File: src/rtl/rcic_map.svh
// Register offsets, field positions, reset values and counts of the input conditioner.
// Assumes a word-addressed plain register port with 16-bit data.
`ifndef RCIC_MAP_SVH
`define RCIC_MAP_SVH

// ****************************************************************
// Sizes
// ****************************************************************
`define RCIC_NUM_INPUTS 16
`define RCIC_NUM_LOCKOUTS 8
`define RCIC_ADDR_W 5
`define RCIC_DATA_W 16
`define RCIC_CFG_W 11

// ****************************************************************
// Register offsets
// ****************************************************************
`define RCIC_ADDR_CFG0 5'h00
`define RCIC_ADDR_CTRL 5'h10
`define RCIC_ADDR_LEVEL 5'h11
`define RCIC_ADDR_STATUS 5'h12
`define RCIC_ADDR_SETTINGS 5'h13

// ****************************************************************
// Field positions
// ****************************************************************
`define RCIC_FN_LSB 0
`define RCIC_FN_MSB 3
`define RCIC_MODE_LSB 4
`define RCIC_MODE_MSB 7
`define RCIC_IDX_LSB 8
`define RCIC_IDX_MSB 10
`define RCIC_CTRL_APPLY_BIT 0
`define RCIC_CTRL_CANCEL_BIT 1
`define RCIC_SET_STANDBY_BIT 0
`define RCIC_ST_REMOTE_BIT 0
`define RCIC_ST_RF_BIT 1
`define RCIC_ST_EXC_B_BIT 2
`define RCIC_ST_AUTO_BIT 3
`define RCIC_ST_SCHED_BIT 4
`define RCIC_ST_LOCK_LSB 8

// ****************************************************************
// Reset values
// ****************************************************************
`define RCIC_CFG_RST 11'h000
`define RCIC_STANDBY_RST 1'b1

`endif

File: src/rtl/rcic_pkg.sv
// Types shared by the input conditioner modules.
// Assumes nothing beyond a SystemVerilog compiler.
package rcic_pkg;

  // ****************************************************************
  // Function assigned to an input
  // ****************************************************************
  typedef enum logic [3:0] {
    FN_NONE = 4'h0,
    FN_RF = 4'h1,
    FN_RESET = 4'h2,
    FN_POWER_STEP = 4'h3,
    FN_MAIN_EXC = 4'h4,
    FN_AUTO_CO = 4'h5,
    FN_SCHED = 4'h6,
    FN_LOCKOUT = 4'h7,
    FN_PRESET = 4'h8
  } func_t;

  // ****************************************************************
  // Trigger mode of an input
  // ****************************************************************
  typedef enum logic [3:0] {
    MD_RISE_ON = 4'h0,
    MD_FALL_ON = 4'h1,
    MD_RISE_OFF = 4'h2,
    MD_FALL_OFF = 4'h3,
    MD_FALL_TOG = 4'h4,
    MD_RISE_TOG = 4'h5,
    MD_RISE_FOLLOW = 4'h6,
    MD_FALL_FOLLOW = 4'h7,
    MD_HIGH_INC = 4'h8,
    MD_LOW_INC = 4'h9,
    MD_HIGH_DEC = 4'hA,
    MD_LOW_DEC = 4'hB,
    MD_HIGH_ON = 4'hC,
    MD_LOW_ON = 4'hD
  } mode_t;

endpackage : rcic_pkg

File: src/rtl/input_sync.sv
// Two-stage synchroniser with a third stage that keeps the previous sample.
// Assumes the input may change at any time relative to the clock.
module input_sync
(
  input wire logic clk,
  input wire logic rst,
  input wire logic din,
  output logic level,
  output logic level_prev
);

  logic meta_ff;
  logic sync_ff;
  logic prev_ff;

  // ****************************************************************
  // Synchroniser and history
  // ****************************************************************
  always_ff @(posedge clk)
  begin
    if (rst)
    begin
      meta_ff <= 1'b0;
      sync_ff <= 1'b0;
      prev_ff <= 1'b0;
    end
    else
    begin
      meta_ff <= din;
      sync_ff <= meta_ff;
      prev_ff <= sync_ff;
    end
  end

  assign level = sync_ff;
  assign level_prev = prev_ff;

endmodule : input_sync

File: src/rtl/channel_trigger.sv
// Trigger-mode decoder for one remote input channel.
// Assumes synchronised current and previous samples of the input.
module channel_trigger
(
  input wire logic clk,
  input wire logic rst,
  input wire logic cur,
  input wire logic prev,
  input wire rcic_pkg::mode_t mode,
  output logic on_pulse,
  output logic off_pulse,
  output logic hold_inc,
  output logic hold_dec
);

  logic tog_ff;
  logic nxt_tog;
  logic rise;
  logic fall;
  logic m_rise_on, m_fall_on, m_rise_off, m_fall_off, m_fall_tog, m_rise_tog;
  logic m_rise_fol, m_fall_fol, m_hi_inc, m_lo_inc, m_hi_dec, m_lo_dec, m_hi_on, m_lo_on;

  // ****************************************************************
  // Edge detection and mode decode
  // ****************************************************************
  assign rise = cur & ~prev;
  assign fall = ~cur & prev;
  assign m_rise_on = (mode == rcic_pkg::MD_RISE_ON);
  assign m_fall_on = (mode == rcic_pkg::MD_FALL_ON);
  assign m_rise_off = (mode == rcic_pkg::MD_RISE_OFF);
  assign m_fall_off = (mode == rcic_pkg::MD_FALL_OFF);
  assign m_fall_tog = (mode == rcic_pkg::MD_FALL_TOG);
  assign m_rise_tog = (mode == rcic_pkg::MD_RISE_TOG);
  assign m_rise_fol = (mode == rcic_pkg::MD_RISE_FOLLOW);
  assign m_fall_fol = (mode == rcic_pkg::MD_FALL_FOLLOW);
  assign m_hi_inc = (mode == rcic_pkg::MD_HIGH_INC);
  assign m_lo_inc = (mode == rcic_pkg::MD_LOW_INC);
  assign m_hi_dec = (mode == rcic_pkg::MD_HIGH_DEC);
  assign m_lo_dec = (mode == rcic_pkg::MD_LOW_DEC);
  assign m_hi_on = (mode == rcic_pkg::MD_HIGH_ON);
  assign m_lo_on = (mode == rcic_pkg::MD_LOW_ON);

  // ****************************************************************
  // Activate and deactivate events, and held increase and decrease requests
  // ****************************************************************
  assign on_pulse = (m_rise_on & rise) | (m_fall_on & fall)
                  | (m_rise_tog & rise & ~tog_ff) | (m_fall_tog & fall & tog_ff)
                  | (m_rise_fol & rise) | (m_fall_fol & fall)
                  | (m_hi_inc & rise)
                  | (m_hi_on & rise) | (m_lo_on & fall);
  assign off_pulse = (m_rise_off & rise) | (m_fall_off & fall)
                   | (m_rise_tog & rise & tog_ff) | (m_fall_tog & fall & ~tog_ff)
                   | (m_rise_fol & fall) | (m_fall_fol & rise)
                   | (m_hi_on & fall) | (m_lo_on & rise);
  assign hold_inc = (m_hi_inc & cur) | (m_lo_inc & ~cur);
  assign hold_dec = (m_hi_dec & cur) | (m_lo_dec & ~cur);

  // ****************************************************************
  // Toggle parity
  // ****************************************************************
  assign nxt_tog = tog_ff ^ ((m_rise_tog & rise) | (m_fall_tog & fall));

  always_ff @(posedge clk)
  begin
    if (rst)
    begin
      tog_ff <= 1'b0;
    end
    else
    begin
      tog_ff <= nxt_tog;
    end
  end

endmodule : channel_trigger

File: src/rtl/remote_control_input_conditioner.sv
// Remote digital input conditioner: sixteen inputs, each mapped to a control function.
// Assumes REF_CLK at 200 MHz, synchronous RST and a plain word-addressed register port.
//
// Functional notes
// Sixteen inputs, each configured on its own.
// Remote requests ignored unless control state remote.
// Only the console may select remote control.
// Selector picks one of nine functions.
// Unassigned input never produces any request.
// Lockout input sets lockout one-eight in either state.
// RF input acts like console RF buttons.
// Reset input issues system reset on trigger.
// Power step input requests increase or decrease.
// Present input levels readable by software.
// Edge activate modes activate on chosen polarity.
// Edge deactivate modes deactivate on chosen polarity.
// Toggle modes alternate state on each edge.
// Follow modes activate one level, deactivate other.
// Active increase modes request increase while active.
// Active decrease modes request decrease while active.
// Active turn-on modes activate while level held.
// Configuration takes effect on apply; cancel restores.
// Changeover requests refused without standby exciter.
// Inputs double-synchronised; edges from consecutive samples.
//
// The placing of the registers and strobed register access were decided locally.
`include "rcic_map.svh"

module remote_control_input_conditioner
#(
  parameter int NUM_INPUTS = `RCIC_NUM_INPUTS,
  parameter int NUM_LOCKOUTS = `RCIC_NUM_LOCKOUTS
)
(
  input wire logic REF_CLK,
  input wire logic RST,
  input wire logic [NUM_INPUTS-1:0] REMOTE_IN,
  input wire logic CONSOLE_SET_REMOTE,
  input wire logic CONSOLE_SET_LOCAL,
  input wire logic CONSOLE_RF_ON,
  input wire logic CONSOLE_RF_OFF,
  input wire logic [`RCIC_ADDR_W-1:0] ADDR,
  input wire logic [`RCIC_DATA_W-1:0] WDATA,
  input wire logic WR,
  input wire logic RD,
  output logic [`RCIC_DATA_W-1:0] RDATA,
  output logic REMOTE_MODE,
  output logic RF_ON,
  output logic RF_ON_REQ,
  output logic RF_OFF_REQ,
  output logic SYS_RESET_REQ,
  output logic POWER_INC_REQ,
  output logic POWER_DEC_REQ,
  output logic MAIN_EXCITER_B,
  output logic AUTO_CHANGEOVER,
  output logic SCHEDULER_ON,
  output logic [NUM_LOCKOUTS-1:0] LOCKOUT_ACTIVE,
  output logic PRESET_REQ,
  output logic [2:0] PRESET_IDX
);

  localparam int CW = `RCIC_CFG_W;

  // ****************************************************************
  // Declarations
  // ****************************************************************
  logic [CW-1:0] cfg_pend_ff [NUM_INPUTS];
  logic [CW-1:0] cfg_act_ff [NUM_INPUTS];
  logic remote_ff;
  logic standby_ff;
  logic rf_on_ff;
  logic exc_b_ff;
  logic auto_co_ff;
  logic sched_ff;
  logic [NUM_LOCKOUTS-1:0] lockout_ff;
  logic rf_on_req_ff;
  logic rf_off_req_ff;
  logic reset_req_ff;
  logic inc_ff;
  logic dec_ff;
  logic preset_req_ff;
  logic [2:0] preset_idx_ff;
  logic [`RCIC_DATA_W-1:0] rdata_ff;
  logic [NUM_INPUTS-1:0] lvl;
  logic [NUM_INPUTS-1:0] prv;
  logic [NUM_INPUTS-1:0] on_raw, off_raw, inc_raw, dec_raw;
  logic [NUM_INPUTS-1:0] gate, on_g, off_g, inc_g, dec_g;
  logic [NUM_INPUTS-1:0] is_rf, is_rst, is_pwr, is_exc, is_auto, is_sched, is_lock, is_pre;
  logic [2:0] idx [NUM_INPUTS];
  logic [NUM_INPUTS-1:0] lk_on_m [NUM_LOCKOUTS];
  logic [NUM_INPUTS-1:0] lk_off_m [NUM_LOCKOUTS];
  logic [NUM_LOCKOUTS-1:0] lk_set, lk_clr;
  logic wr_ctrl, wr_set, apply, cancel;
  logic rf_set, rf_clr, auto_set, auto_clr;
  logic pre_hit;
  logic [2:0] pre_idx;
  logic [`RCIC_DATA_W-1:0] cfg_rd;
  logic [`RCIC_DATA_W-1:0] status_rd;
  logic [`RCIC_DATA_W-1:0] rd_mux;

  // ****************************************************************
  // Per-channel conditioning and function decode
  // ****************************************************************
  for (genvar i = 0; i < NUM_INPUTS; i++)
  begin : g_ch
    rcic_pkg::func_t fn;
    rcic_pkg::mode_t md;

    assign fn = rcic_pkg::func_t'(cfg_act_ff[i][`RCIC_FN_MSB:`RCIC_FN_LSB]);
    assign md = rcic_pkg::mode_t'(cfg_act_ff[i][`RCIC_MODE_MSB:`RCIC_MODE_LSB]);
    assign idx[i] = cfg_act_ff[i][`RCIC_IDX_MSB:`RCIC_IDX_LSB];

    input_sync u_sync
    (
      .clk(REF_CLK),
      .rst(RST),
      .din(REMOTE_IN[i]),
      .level(lvl[i]),
      .level_prev(prv[i])
    );

    channel_trigger u_trig
    (
      .clk(REF_CLK),
      .rst(RST),
      .cur(lvl[i]),
      .prev(prv[i]),
      .mode(md),
      .on_pulse(on_raw[i]),
      .off_pulse(off_raw[i]),
      .hold_inc(inc_raw[i]),
      .hold_dec(dec_raw[i])
    );

    assign is_rf[i] = (fn == rcic_pkg::FN_RF);
    assign is_rst[i] = (fn == rcic_pkg::FN_RESET);
    assign is_pwr[i] = (fn == rcic_pkg::FN_POWER_STEP);
    assign is_exc[i] = (fn == rcic_pkg::FN_MAIN_EXC);
    assign is_auto[i] = (fn == rcic_pkg::FN_AUTO_CO);
    assign is_sched[i] = (fn == rcic_pkg::FN_SCHED);
    assign is_lock[i] = (fn == rcic_pkg::FN_LOCKOUT);
    assign is_pre[i] = (fn == rcic_pkg::FN_PRESET);

    // Unassigned and unknown codes match no function and so drive nothing.
    assign gate[i] = remote_ff | is_lock[i];
    assign on_g[i] = on_raw[i] & gate[i];
    assign off_g[i] = off_raw[i] & gate[i];
    assign inc_g[i] = inc_raw[i] & gate[i];
    assign dec_g[i] = dec_raw[i] & gate[i];

    for (genvar k = 0; k < NUM_LOCKOUTS; k++)
    begin : g_lk
      assign lk_on_m[k][i] = on_g[i] & is_lock[i] & (idx[i] == 3'(k));
      assign lk_off_m[k][i] = off_g[i] & is_lock[i] & (idx[i] == 3'(k));
    end
  end

  for (genvar k = 0; k < NUM_LOCKOUTS; k++)
  begin : g_lock
    assign lk_set[k] = |lk_on_m[k];
    assign lk_clr[k] = |lk_off_m[k];
  end

  // ****************************************************************
  // Request combining
  // ****************************************************************
  assign rf_set = CONSOLE_RF_ON | (|(on_g & is_rf));
  assign rf_clr = CONSOLE_RF_OFF | (|(off_g & is_rf));
  assign auto_set = standby_ff & (|(on_g & is_auto));
  assign auto_clr = standby_ff & (|(off_g & is_auto));

  // Lowest numbered channel wins when several presets fire together.
  always_comb
  begin
    pre_hit = 1'b0;
    pre_idx = 3'h0;
    for (int i = NUM_INPUTS - 1; i >= 0; i--)
    begin
      if (on_g[i] && is_pre[i])
      begin
        pre_hit = 1'b1;
        pre_idx = idx[i];
      end
    end
  end

  // ****************************************************************
  // Register port decode
  // ****************************************************************
  assign wr_ctrl = WR && (ADDR == `RCIC_ADDR_CTRL);
  assign wr_set = WR && (ADDR == `RCIC_ADDR_SETTINGS);
  assign apply = wr_ctrl && WDATA[`RCIC_CTRL_APPLY_BIT];
  assign cancel = wr_ctrl && WDATA[`RCIC_CTRL_CANCEL_BIT] && !apply;
  assign cfg_rd = {{(`RCIC_DATA_W-CW){1'b0}}, cfg_pend_ff[ADDR[3:0]]};
  assign status_rd = {lockout_ff, 3'h0, sched_ff, auto_co_ff, exc_b_ff, rf_on_ff, remote_ff};
  assign rd_mux = (ADDR < `RCIC_ADDR_CTRL) ? cfg_rd :
                  (ADDR == `RCIC_ADDR_LEVEL) ? lvl :
                  (ADDR == `RCIC_ADDR_STATUS) ? status_rd :
                  (ADDR == `RCIC_ADDR_SETTINGS) ? {15'h0000, standby_ff} :
                  16'h0000;

  // ****************************************************************
  // Configuration storage
  // ****************************************************************
  always_ff @(posedge REF_CLK)
  begin
    for (int i = 0; i < NUM_INPUTS; i++)
    begin
      if (RST)
      begin
        cfg_pend_ff[i] <= `RCIC_CFG_RST;
        cfg_act_ff[i] <= `RCIC_CFG_RST;
      end
      else
      begin
        if (apply)
        begin
          cfg_act_ff[i] <= cfg_pend_ff[i];
        end
        if (cancel)
        begin
          cfg_pend_ff[i] <= cfg_act_ff[i];
        end
        else if (WR && (ADDR == 5'(i)))
        begin
          cfg_pend_ff[i] <= WDATA[CW-1:0];
        end
      end
    end
  end

  // ****************************************************************
  // Control state
  // ****************************************************************
  always_ff @(posedge REF_CLK)
  begin
    if (RST)
    begin
      remote_ff <= 1'b0;
      standby_ff <= `RCIC_STANDBY_RST;
      rf_on_ff <= 1'b0;
      exc_b_ff <= 1'b0;
      auto_co_ff <= 1'b0;
      sched_ff <= 1'b0;
      lockout_ff <= '0;
    end
    else
    begin
      if (CONSOLE_SET_REMOTE)
      begin
        remote_ff <= 1'b1;
      end
      else if (CONSOLE_SET_LOCAL)
      begin
        remote_ff <= 1'b0;
      end
      if (wr_set)
      begin
        standby_ff <= WDATA[`RCIC_SET_STANDBY_BIT];
      end
      rf_on_ff <= rf_set | (rf_on_ff & ~rf_clr);
      exc_b_ff <= (|(on_g & is_exc)) | (exc_b_ff & ~(|(off_g & is_exc)));
      auto_co_ff <= auto_set | (auto_co_ff & ~auto_clr);
      sched_ff <= (|(on_g & is_sched)) | (sched_ff & ~(|(off_g & is_sched)));
      lockout_ff <= lk_set | (lockout_ff & ~lk_clr);
    end
  end

  // ****************************************************************
  // Request pulses, levels and read data
  // ****************************************************************
  always_ff @(posedge REF_CLK)
  begin
    if (RST)
    begin
      rf_on_req_ff <= 1'b0;
      rf_off_req_ff <= 1'b0;
      reset_req_ff <= 1'b0;
      inc_ff <= 1'b0;
      dec_ff <= 1'b0;
      preset_req_ff <= 1'b0;
      preset_idx_ff <= 3'h0;
      rdata_ff <= 16'h0000;
    end
    else
    begin
      rf_on_req_ff <= rf_set;
      rf_off_req_ff <= rf_clr & ~rf_set;
      reset_req_ff <= |(on_g & is_rst);
      inc_ff <= |((inc_g | on_g) & is_pwr);
      dec_ff <= |((dec_g | off_g) & is_pwr);
      preset_req_ff <= pre_hit;
      if (pre_hit)
      begin
        preset_idx_ff <= pre_idx;
      end
      rdata_ff <= RD ? rd_mux : 16'h0000;
    end
  end

  assign RDATA = rdata_ff;
  assign REMOTE_MODE = remote_ff;
  assign RF_ON = rf_on_ff;
  assign RF_ON_REQ = rf_on_req_ff;
  assign RF_OFF_REQ = rf_off_req_ff;
  assign SYS_RESET_REQ = reset_req_ff;
  assign POWER_INC_REQ = inc_ff;
  assign POWER_DEC_REQ = dec_ff;
  assign MAIN_EXCITER_B = exc_b_ff;
  assign AUTO_CHANGEOVER = auto_co_ff;
  assign SCHEDULER_ON = sched_ff;
  assign LOCKOUT_ACTIVE = lockout_ff;
  assign PRESET_REQ = preset_req_ff;
  assign PRESET_IDX = preset_idx_ff;

endmodule : remote_control_input_conditioner

File: config.mk
export PLATFORM = sky130hd
export DESIGN_NAME = remote_control_input_conditioner
export DESIGN_NICKNAME = d
export VERILOG_FILES = /design/src/rtl/rcic_pkg.sv /design/src/rtl/input_sync.sv /design/src/rtl/channel_trigger.sv /design/src/rtl/remote_control_input_conditioner.sv
export VERILOG_INCLUDE_DIRS = /design/src /design/src/rtl
export SDC_FILE = /design/constraint.sdc
export NUM_CORES = 1
export LEC_CHECK = 0
export BUFFER_PORTS_ARGS = -buffer_cell sky130_fd_sc_hd__clkbuf_2
export CORE_ASPECT_RATIO = 0.5
export CORE_UTILIZATION = 42
export DETAILED_ROUTE_END_ITERATION = 10
export PLACE_DENSITY_LB_ADDON = 0.15
export SLEW_MARGIN = 30
export SYNTH_ARGS = -nofsm -noshare
export SYNTH_HDL_FRONTEND = slang
export SYNTH_SLANG_ARGS = --single-unit
File: constraint.sdc
create_clock -name REF_CLK -period 9.89 [get_ports REF_CLK]
set_input_delay 1.978 -clock REF_CLK [delete_from_list [all_inputs] [get_ports REF_CLK]]
set_output_delay 1.978 -clock REF_CLK [all_outputs]
set_load 0.03 [all_outputs]
==> results.md, run 1 <==
- Endpoints failing setup: 0
- Sequential-to-total area share from yosys stat: a little under half
- Worst hold margin: between 0.4 and 0.5 ns
- Final Non-Filler Cells: 3,548
- Vias per cell: between 6 and 7
- Filler cell count: 5,997
- Cts repair resizes: 0
- Gr busiest metal: met1
- Clk buf depth: 3
- Clock latency on the worst-skew pair: about 0.60 ns
- Crit share post-route: between 40% and 50%
- Total power draw: 4430 uW
- Yosys warning count: 0
- Synth area leaders: edfxtp_1 39%, dfxtp_1 7.6%, a22o_1 5.8%
- # DRC: 0
- Routed length per instance: 33.6 um
- Power per cell area: 148 mW/mm2
- Layout cell share with drive strength beyond 1: between 10% and 20%
- Rel. slew slack: roughly 29%
- Die area: around 0.066 mm2
- CTS Buf Count: 45
- Largest net degree at the start of global routing: roughly 120
- DP Area: 0.0283 mm2
- Die height: 182 um
- Final GP Congestion: between 1 and 1.5
- Worst Setup Start Kind: input pin
- Root Buffer: clkbuf_16
- # IOs: just over 80
- Horiz. Die Dim: 362 um
- Initial antenna violation count: 8
- Netlist Area Pre-Place: 0.0272 mm2
- Met3 usage in global routing: approximately an eighth
- All-Layer GR Usage: a little over a third
- Via Count: 23,900
- Synth area leader: edfxtp_1
- Crit. End Element: register
- Critical Path RT: roughly 10 ns
- Mapped Avg Cell Area: 10.2 um2
- CP arrival: approximately 5.4 ns
- Met1 Resource Use GR: 54.5%
- Pleak: 0.0100 uW
- Worst-path clk slew: 0.06 ns
- Worst-Margin Slew: 1.07 ns
- Clk sink count: roughly 460
- Max-capacitance violation count: 0
- Clk pwr share: 41.2%
- Yosys top cell area share: around 39%
- Outcome: finished clean
- DP Cell Count: ~3,500
- Post-route cell area: 0.0298 mm2
- Via count of the first global-routing pass: roughly 22,000
- Top-count cell post-synth: edfxtp_1
- Min-Delay Path Class: reg2reg
- P_int: approximately 3300 uW
- Core area: 0.0635 mm2
- Unique masters post-synth: 103
- Slew Limit Fails: 0
- Primary FF master, synth: edfxtp_1
- Skew final: around 0.033 ns
- Max Clock Freq: 206 MHz
- Drt total wl: 119,000 um
- Multi-input logic area: 0.0137 mm2
- Congestion Overflow GR: 0
- Iter 0 DRT Violations: 3,773
- Std-Cell Rows: 65
- Crit path kind: in2reg
- Global-route wire length before repair: approximately 170,000 um
- Max VDD drop: approximately 0.11 mV
- Top post-synthesis cells by count: 352 x edfxtp_1, 215 x nor2_1, 188 x and2_1, 180 x a22o_1, 163 x nand2_1
- Post-DP HPWL: 89,100 um
- Post-route ant nets: 0
- Setup TNS: 0 ns
- Number of enable flip-flop cells after synthesis: 352
- Setup bufs post-CTS: 0
- CTS tree: done
- Gate Count Post-Synth: 2,677
- Net Sw Frac: about a quarter
- Starting Density: ~43%
- Area delta synth->final: 9.67%
- Gate power share: around 8.3%
- Switch Pwr: 1180 uW
- #FFs+latches synth: 455
- Reg power frac: between 50% and 60%
- Fin. Hold Viols: 0
- CTS HTree Levels: 2
- Tmin final: 4.86 ns
- DRT Pass-1 Iters: 6
- Hold buffers post-CTS: 0
- Final nets: 2,683
- Sequential cell area: 0.0126 mm2
- RSZ-0062 raised after global routing: false
- Async set-reset flop share out of synthesis: 0%
- Met2 Usage GRT: 47.9%
- CP max FO: 28
- Syn Nets: 2,722
- Buffers on Ports: 77
==> registers in the layout, summed over array words and instances (netlist names), 3 cells and up <==
name / count
cfg_act_ff: 176
g_ch.u_trig.tog_ff: 16
RDATA: 16
g_ch.u_sync.meta_ff: 16
g_ch.u_sync.level_prev: 16
g_ch.u_sync.level: 16
cfg_pend_ff: 176
LOCKOUT_ACTIVE: 8
PRESET_IDX: 3
==> worst max-delay path: stages <==
cell and delay [ns]:
clkbuf_2 0.68, buf_4 0.57, nand2b_1 0.59, nor3_4 0.97, a22oi_1 0.21, a211oi_1 0.29
==> cells in the final DEF (no fill, tap or decap), drive strengths merged, types with 23 or more instances in the layout <==
cell | Yosys | routed
edfxtp | 352 | 352
nor2 | 215 | 215
and2 | 188 | 188
a22o | 180 | 180
nand2 | 164 | 164
clkbuf | 156 | 143
dfxtp | 103 | 103
nor2b | 99 | 99
nand3 | 95 | 95
nand2b | 82 | 82
nor3 | 82 | 82
o21ai | 74 | 74
a21oi | 68 | 68
mux4 | 55 | 55
nor3b | 55 | 55
buf | 55 | 49
inv | 42 | 46
xor2 | 36 | 36
nand4 | 33 | 33
o211ai | 31 | 31
a22oi | 31 | 31
o22ai | 30 | 30
a211oi | 29 | 29
a31oi | 25 | 25
nor4 | 25 | 25
and3b | 24 | 24
nand3b | 23 | 23
==> layer usage <==
layer	wire, um	up-vias
met4	3220	4
met5	35	-
met2	46400	1483
li1	-	10200
met3	16300	211
met1	53400	12100
==> worst paths after layout <==
kind | depth (start not counted) | slack, ns | startpoint | endpoint
setup / recovery | 6 | 5.03 | ADDR[1] | RDATA[9]
hold / removal | 1 | 0.43 | g_ch[13].u_sync.meta_ff | g_ch[13].u_sync.level
setup reg to reg | 10 | 5.25 | cfg_act_ff[1][51] | POWER_INC_REQ
hold reg to reg | 1 | 0.43 | g_ch[13].u_sync.meta_ff | g_ch[13].u_sync.level
==> kinds of logic after synthesis <==
logic type	share of synthesized area [%]
AOI/OAI and AO/OA	18.2
and+or+nand+nor	24.7
buffers and inverters	3.73
xor gates and xnor gates	1.74
adders and majority gates	0.0368
muxes	5.17
DFF	46.4
==> layout make-up <==
type / count / share of cell area (%)
repair buffers: 125 / 2.65
multi-input cells: 1968 / 45.8
clock buffers: 67 / 4.33
well taps: 871 / 3.65
clock inverters: 17 / 0.671
flip-flops and latches: 455 / 42.3
diodes: 2 / 0.0168
inverters: 43 / 0.541
==> per-stage QoR <==
step	util (%)	setup slack [ns]
finish	47.0	5.03
global route	47.0	5.08
CTS	46.9	5.24
detailed placement	44.6	4.62
global placement	44.5	4.45
floorplan	-	2.95
==> power by group through the flow <==
stage | Combinational, uW | Sequential [uW] | Clock [uW]
floorplan | 231 | 2210 | 0
global placement | 351 | 2270 | 0
detailed placement | 353 | 2270 | 0
CTS | 355 | 2230 | 1840
global route | 381 | 2240 | 1920
finish | 368 | 2230 | 1820
(Power assumes the default switching activity.)
==> run 2: changes to the inputs <==
Clock period 9.89 ns to 4.3 ns, I/O delays scaled along.
==> run 2 against run 1 <==
Net effect:
- largest power group unchanged
- utilization increased by 0.64 points
- wire length up 5.3%
- register-to-register slack worse by 4.7 ns
- global-route usage up 1.8 points
- clock power grew 120%
- hold slack improved by 0.011 ns
- highest routed layer unchanged
==> results.md, run 2 (same netlist as run 1, synthesis figures left out) <==
- Slew Limit Fails: 0
- Min-Delay Path Class: reg2reg
- Vias per cell: approximately 6.8
- Worst Setup Start Kind: register
- Via Count: 24,500
- Routed length per instance: 34.8 um
- Final nets: 2,749
- Tmin final: 3.70 ns
- Area delta synth->final: 11.2%
- Setup TNS: 0 ns
- Initial antenna violation count: 13
- Drt total wl: around 130,000 um
- Horiz. Die Dim: approximately 360 um
- Max Clock Freq: roughly 270 MHz
- CTS HTree Levels: 2
- Worst-Margin Slew: 1.20 ns
- Crit path cell chain: and3b_1, o211ai_1, o311a_1, nor3_1, a211o_1, a2111oi_0, nand4_1, a41oi_1
- Family with the most delay on the worst path: compound AO/OA/AOI/OAI gates
- Iter 0 DRT Violations: 3,744
- Starting Density: 42.8%
- Core area: about 0.064 mm2
- Die area: 0.0659 mm2
- Post-DP HPWL: around 97,000 um
- Via count of the first global-routing pass: 22,100
- Slowest stage cell, crit path: a2111oi_0
- Endpoints failing setup: 0
- Cts repair resizes: 0
- Worst-path clk slew: approximately 0.070 ns
- Biggest regs: cfg_act_ff: 176 flops, cfg_pend_ff: 176 flops
- # DRC: 0
- Max VDD drop: around 0.32 mV
- All-Layer GR Usage: 37.6%
- Crit. End Element: register
- Critical Path RT: 4.79 ns
- Fin. Hold Viols: 0
- Worst Path Buf+Inv: 0
- Congestion Overflow GR: 0
- Clock latency on the worst-skew pair: around 0.60 ns
- Die height: 182 um
- Buffers on Ports: a little under 80
- Power per cell area: 329 mW/mm2
- Leading cell type in the layout, fill and taps excluded: edfxtp_1
- Skew final: around 0.035 ns
- Std-Cell Rows: 65
- Post-layout util: between 40 and 50%
- Rel. slew slack: 17.9%
- Root Buffer: clkbuf_16
- Layout cell share with drive strength beyond 1: 13.4%
- Clk sink count: 455
- Crit path kind: reg2reg
- CP max FO: 10
- Max-capacitance violation count: 0
- Global-route wire length before repair: between 150,000 and 200,000 um
- Setup bufs post-CTS: 0
- DP Area: 0.0288 mm2
- RSZ-0062 raised after global routing: false
- Largest stage delay, worst path: 0.86 ns
- CP arrival: around 4.2 ns
- Most frequent cells in the layout: 352 x edfxtp_1, 212 x nor2_1, 188 x and2_1
- Crit share post-route: 86.1%
- Final GP Congestion: 1.03
- Outcome: finished clean
- Largest net degree at the start of global routing: 89
- CTS tree: done
- # IOs: 83
- Pleak: between 0.01 and 0.015 uW
- Post-route ant nets: 0
- Hold buffers post-CTS: 0
- Clk buf depth: 3
- DRT Pass-1 Iters: 6
- CTS Buf Count: 44
- Post-route cell area: 0.0302 mm2
## run 2: cell types whose count changed in the layout (fill, tap and decap cells not counted), moves of 4 or more
| cell | before | now |
|---|---|---|
| buf_4 | 46 | 109 |
| buf_12 | 1 | 8 |
| nor2_2 | 9 | 2 |
| o21ai_2 | 4 | 0 |
| clkbuf_1 | 17 | 13 |
| clkinv_2 | 3 | 10 |
| o21ai_1 | 10 | 14 |
| nor2_1 | 205 | 212 |
## run 2: where the power goes
| group | total [uW] | switching [uW] | internal (uW) |
|---|---|---|---|
| Combinational | 896 | 618 | 279 |
| Sequential | 5140 | 254 | 4880 |
| Clock | 3920 | 1840 | 2080 |
| Total | 9960 | 2710 | 7240 |
## run 2: final cells by class
type / instances / area (um2)
clock inverters: 20 / 151
multi-input cells: 1968 / 13600
repair buffers: 192 / 1350
inverters: 43 / 161
fillers: 6021 / 33300
diodes: 1 / 2.50
flip-flops and latches: 455 / 12600
clock buffers: 62 / 1230
well taps: 871 / 1090
## run 2: routing by layer
metal	vias up	global-route usage, %	wire length, um
met5	-	0	57
met4	10	9.15	3510
met3	209	12.7	16900
met2	1499	49.3	48000
met1	12400	57.8	57200
li1	10300	-	-
## run 2: worst register-to-register path, stage by stage (launching register included)
cell	delay, ns
dfxtp_1	0.70
and3b_1	0.27
o211ai_1	0.19
o311a_1	0.53
nor3_1	0.30
a211o_1	0.38
a2111oi_0	0.86
nand4_1	0.19
a41oi_1	0.20
## run 2: path summary, 6_finish.rpt
check	slack [ns]	startpoint	depth (start not counted)	end
worst max-delay path	0.60	g_ch[1].u_sync.level	8	LOCKOUT_ACTIVE[1]
worst min-delay path	0.44	g_ch[11].u_sync.meta_ff	1	g_ch[11].u_sync.level
worst max register to register	0.60	g_ch[1].u_sync.level	8	LOCKOUT_ACTIVE[1]
worst min register to register	0.44	g_ch[11].u_sync.meta_ff	1	g_ch[11].u_sync.level
## run 2: stage by stage
step | worst slack, ns | cells | power (uW) | hold WS (ns)
finish | 0.596 | 3612 | 9960 | 0.439
global route | 0.484 | 3611 | 10200 | 0.457
CTS | 0.757 | 3611 | 9930 | 0.443
detailed placement | 0.791 | 3529 | 6070 | 0.424
global placement | 0.786 | 3529 | 6070 | 0.416
floorplan | 0.179 | 2677 | 5600 | 0.414
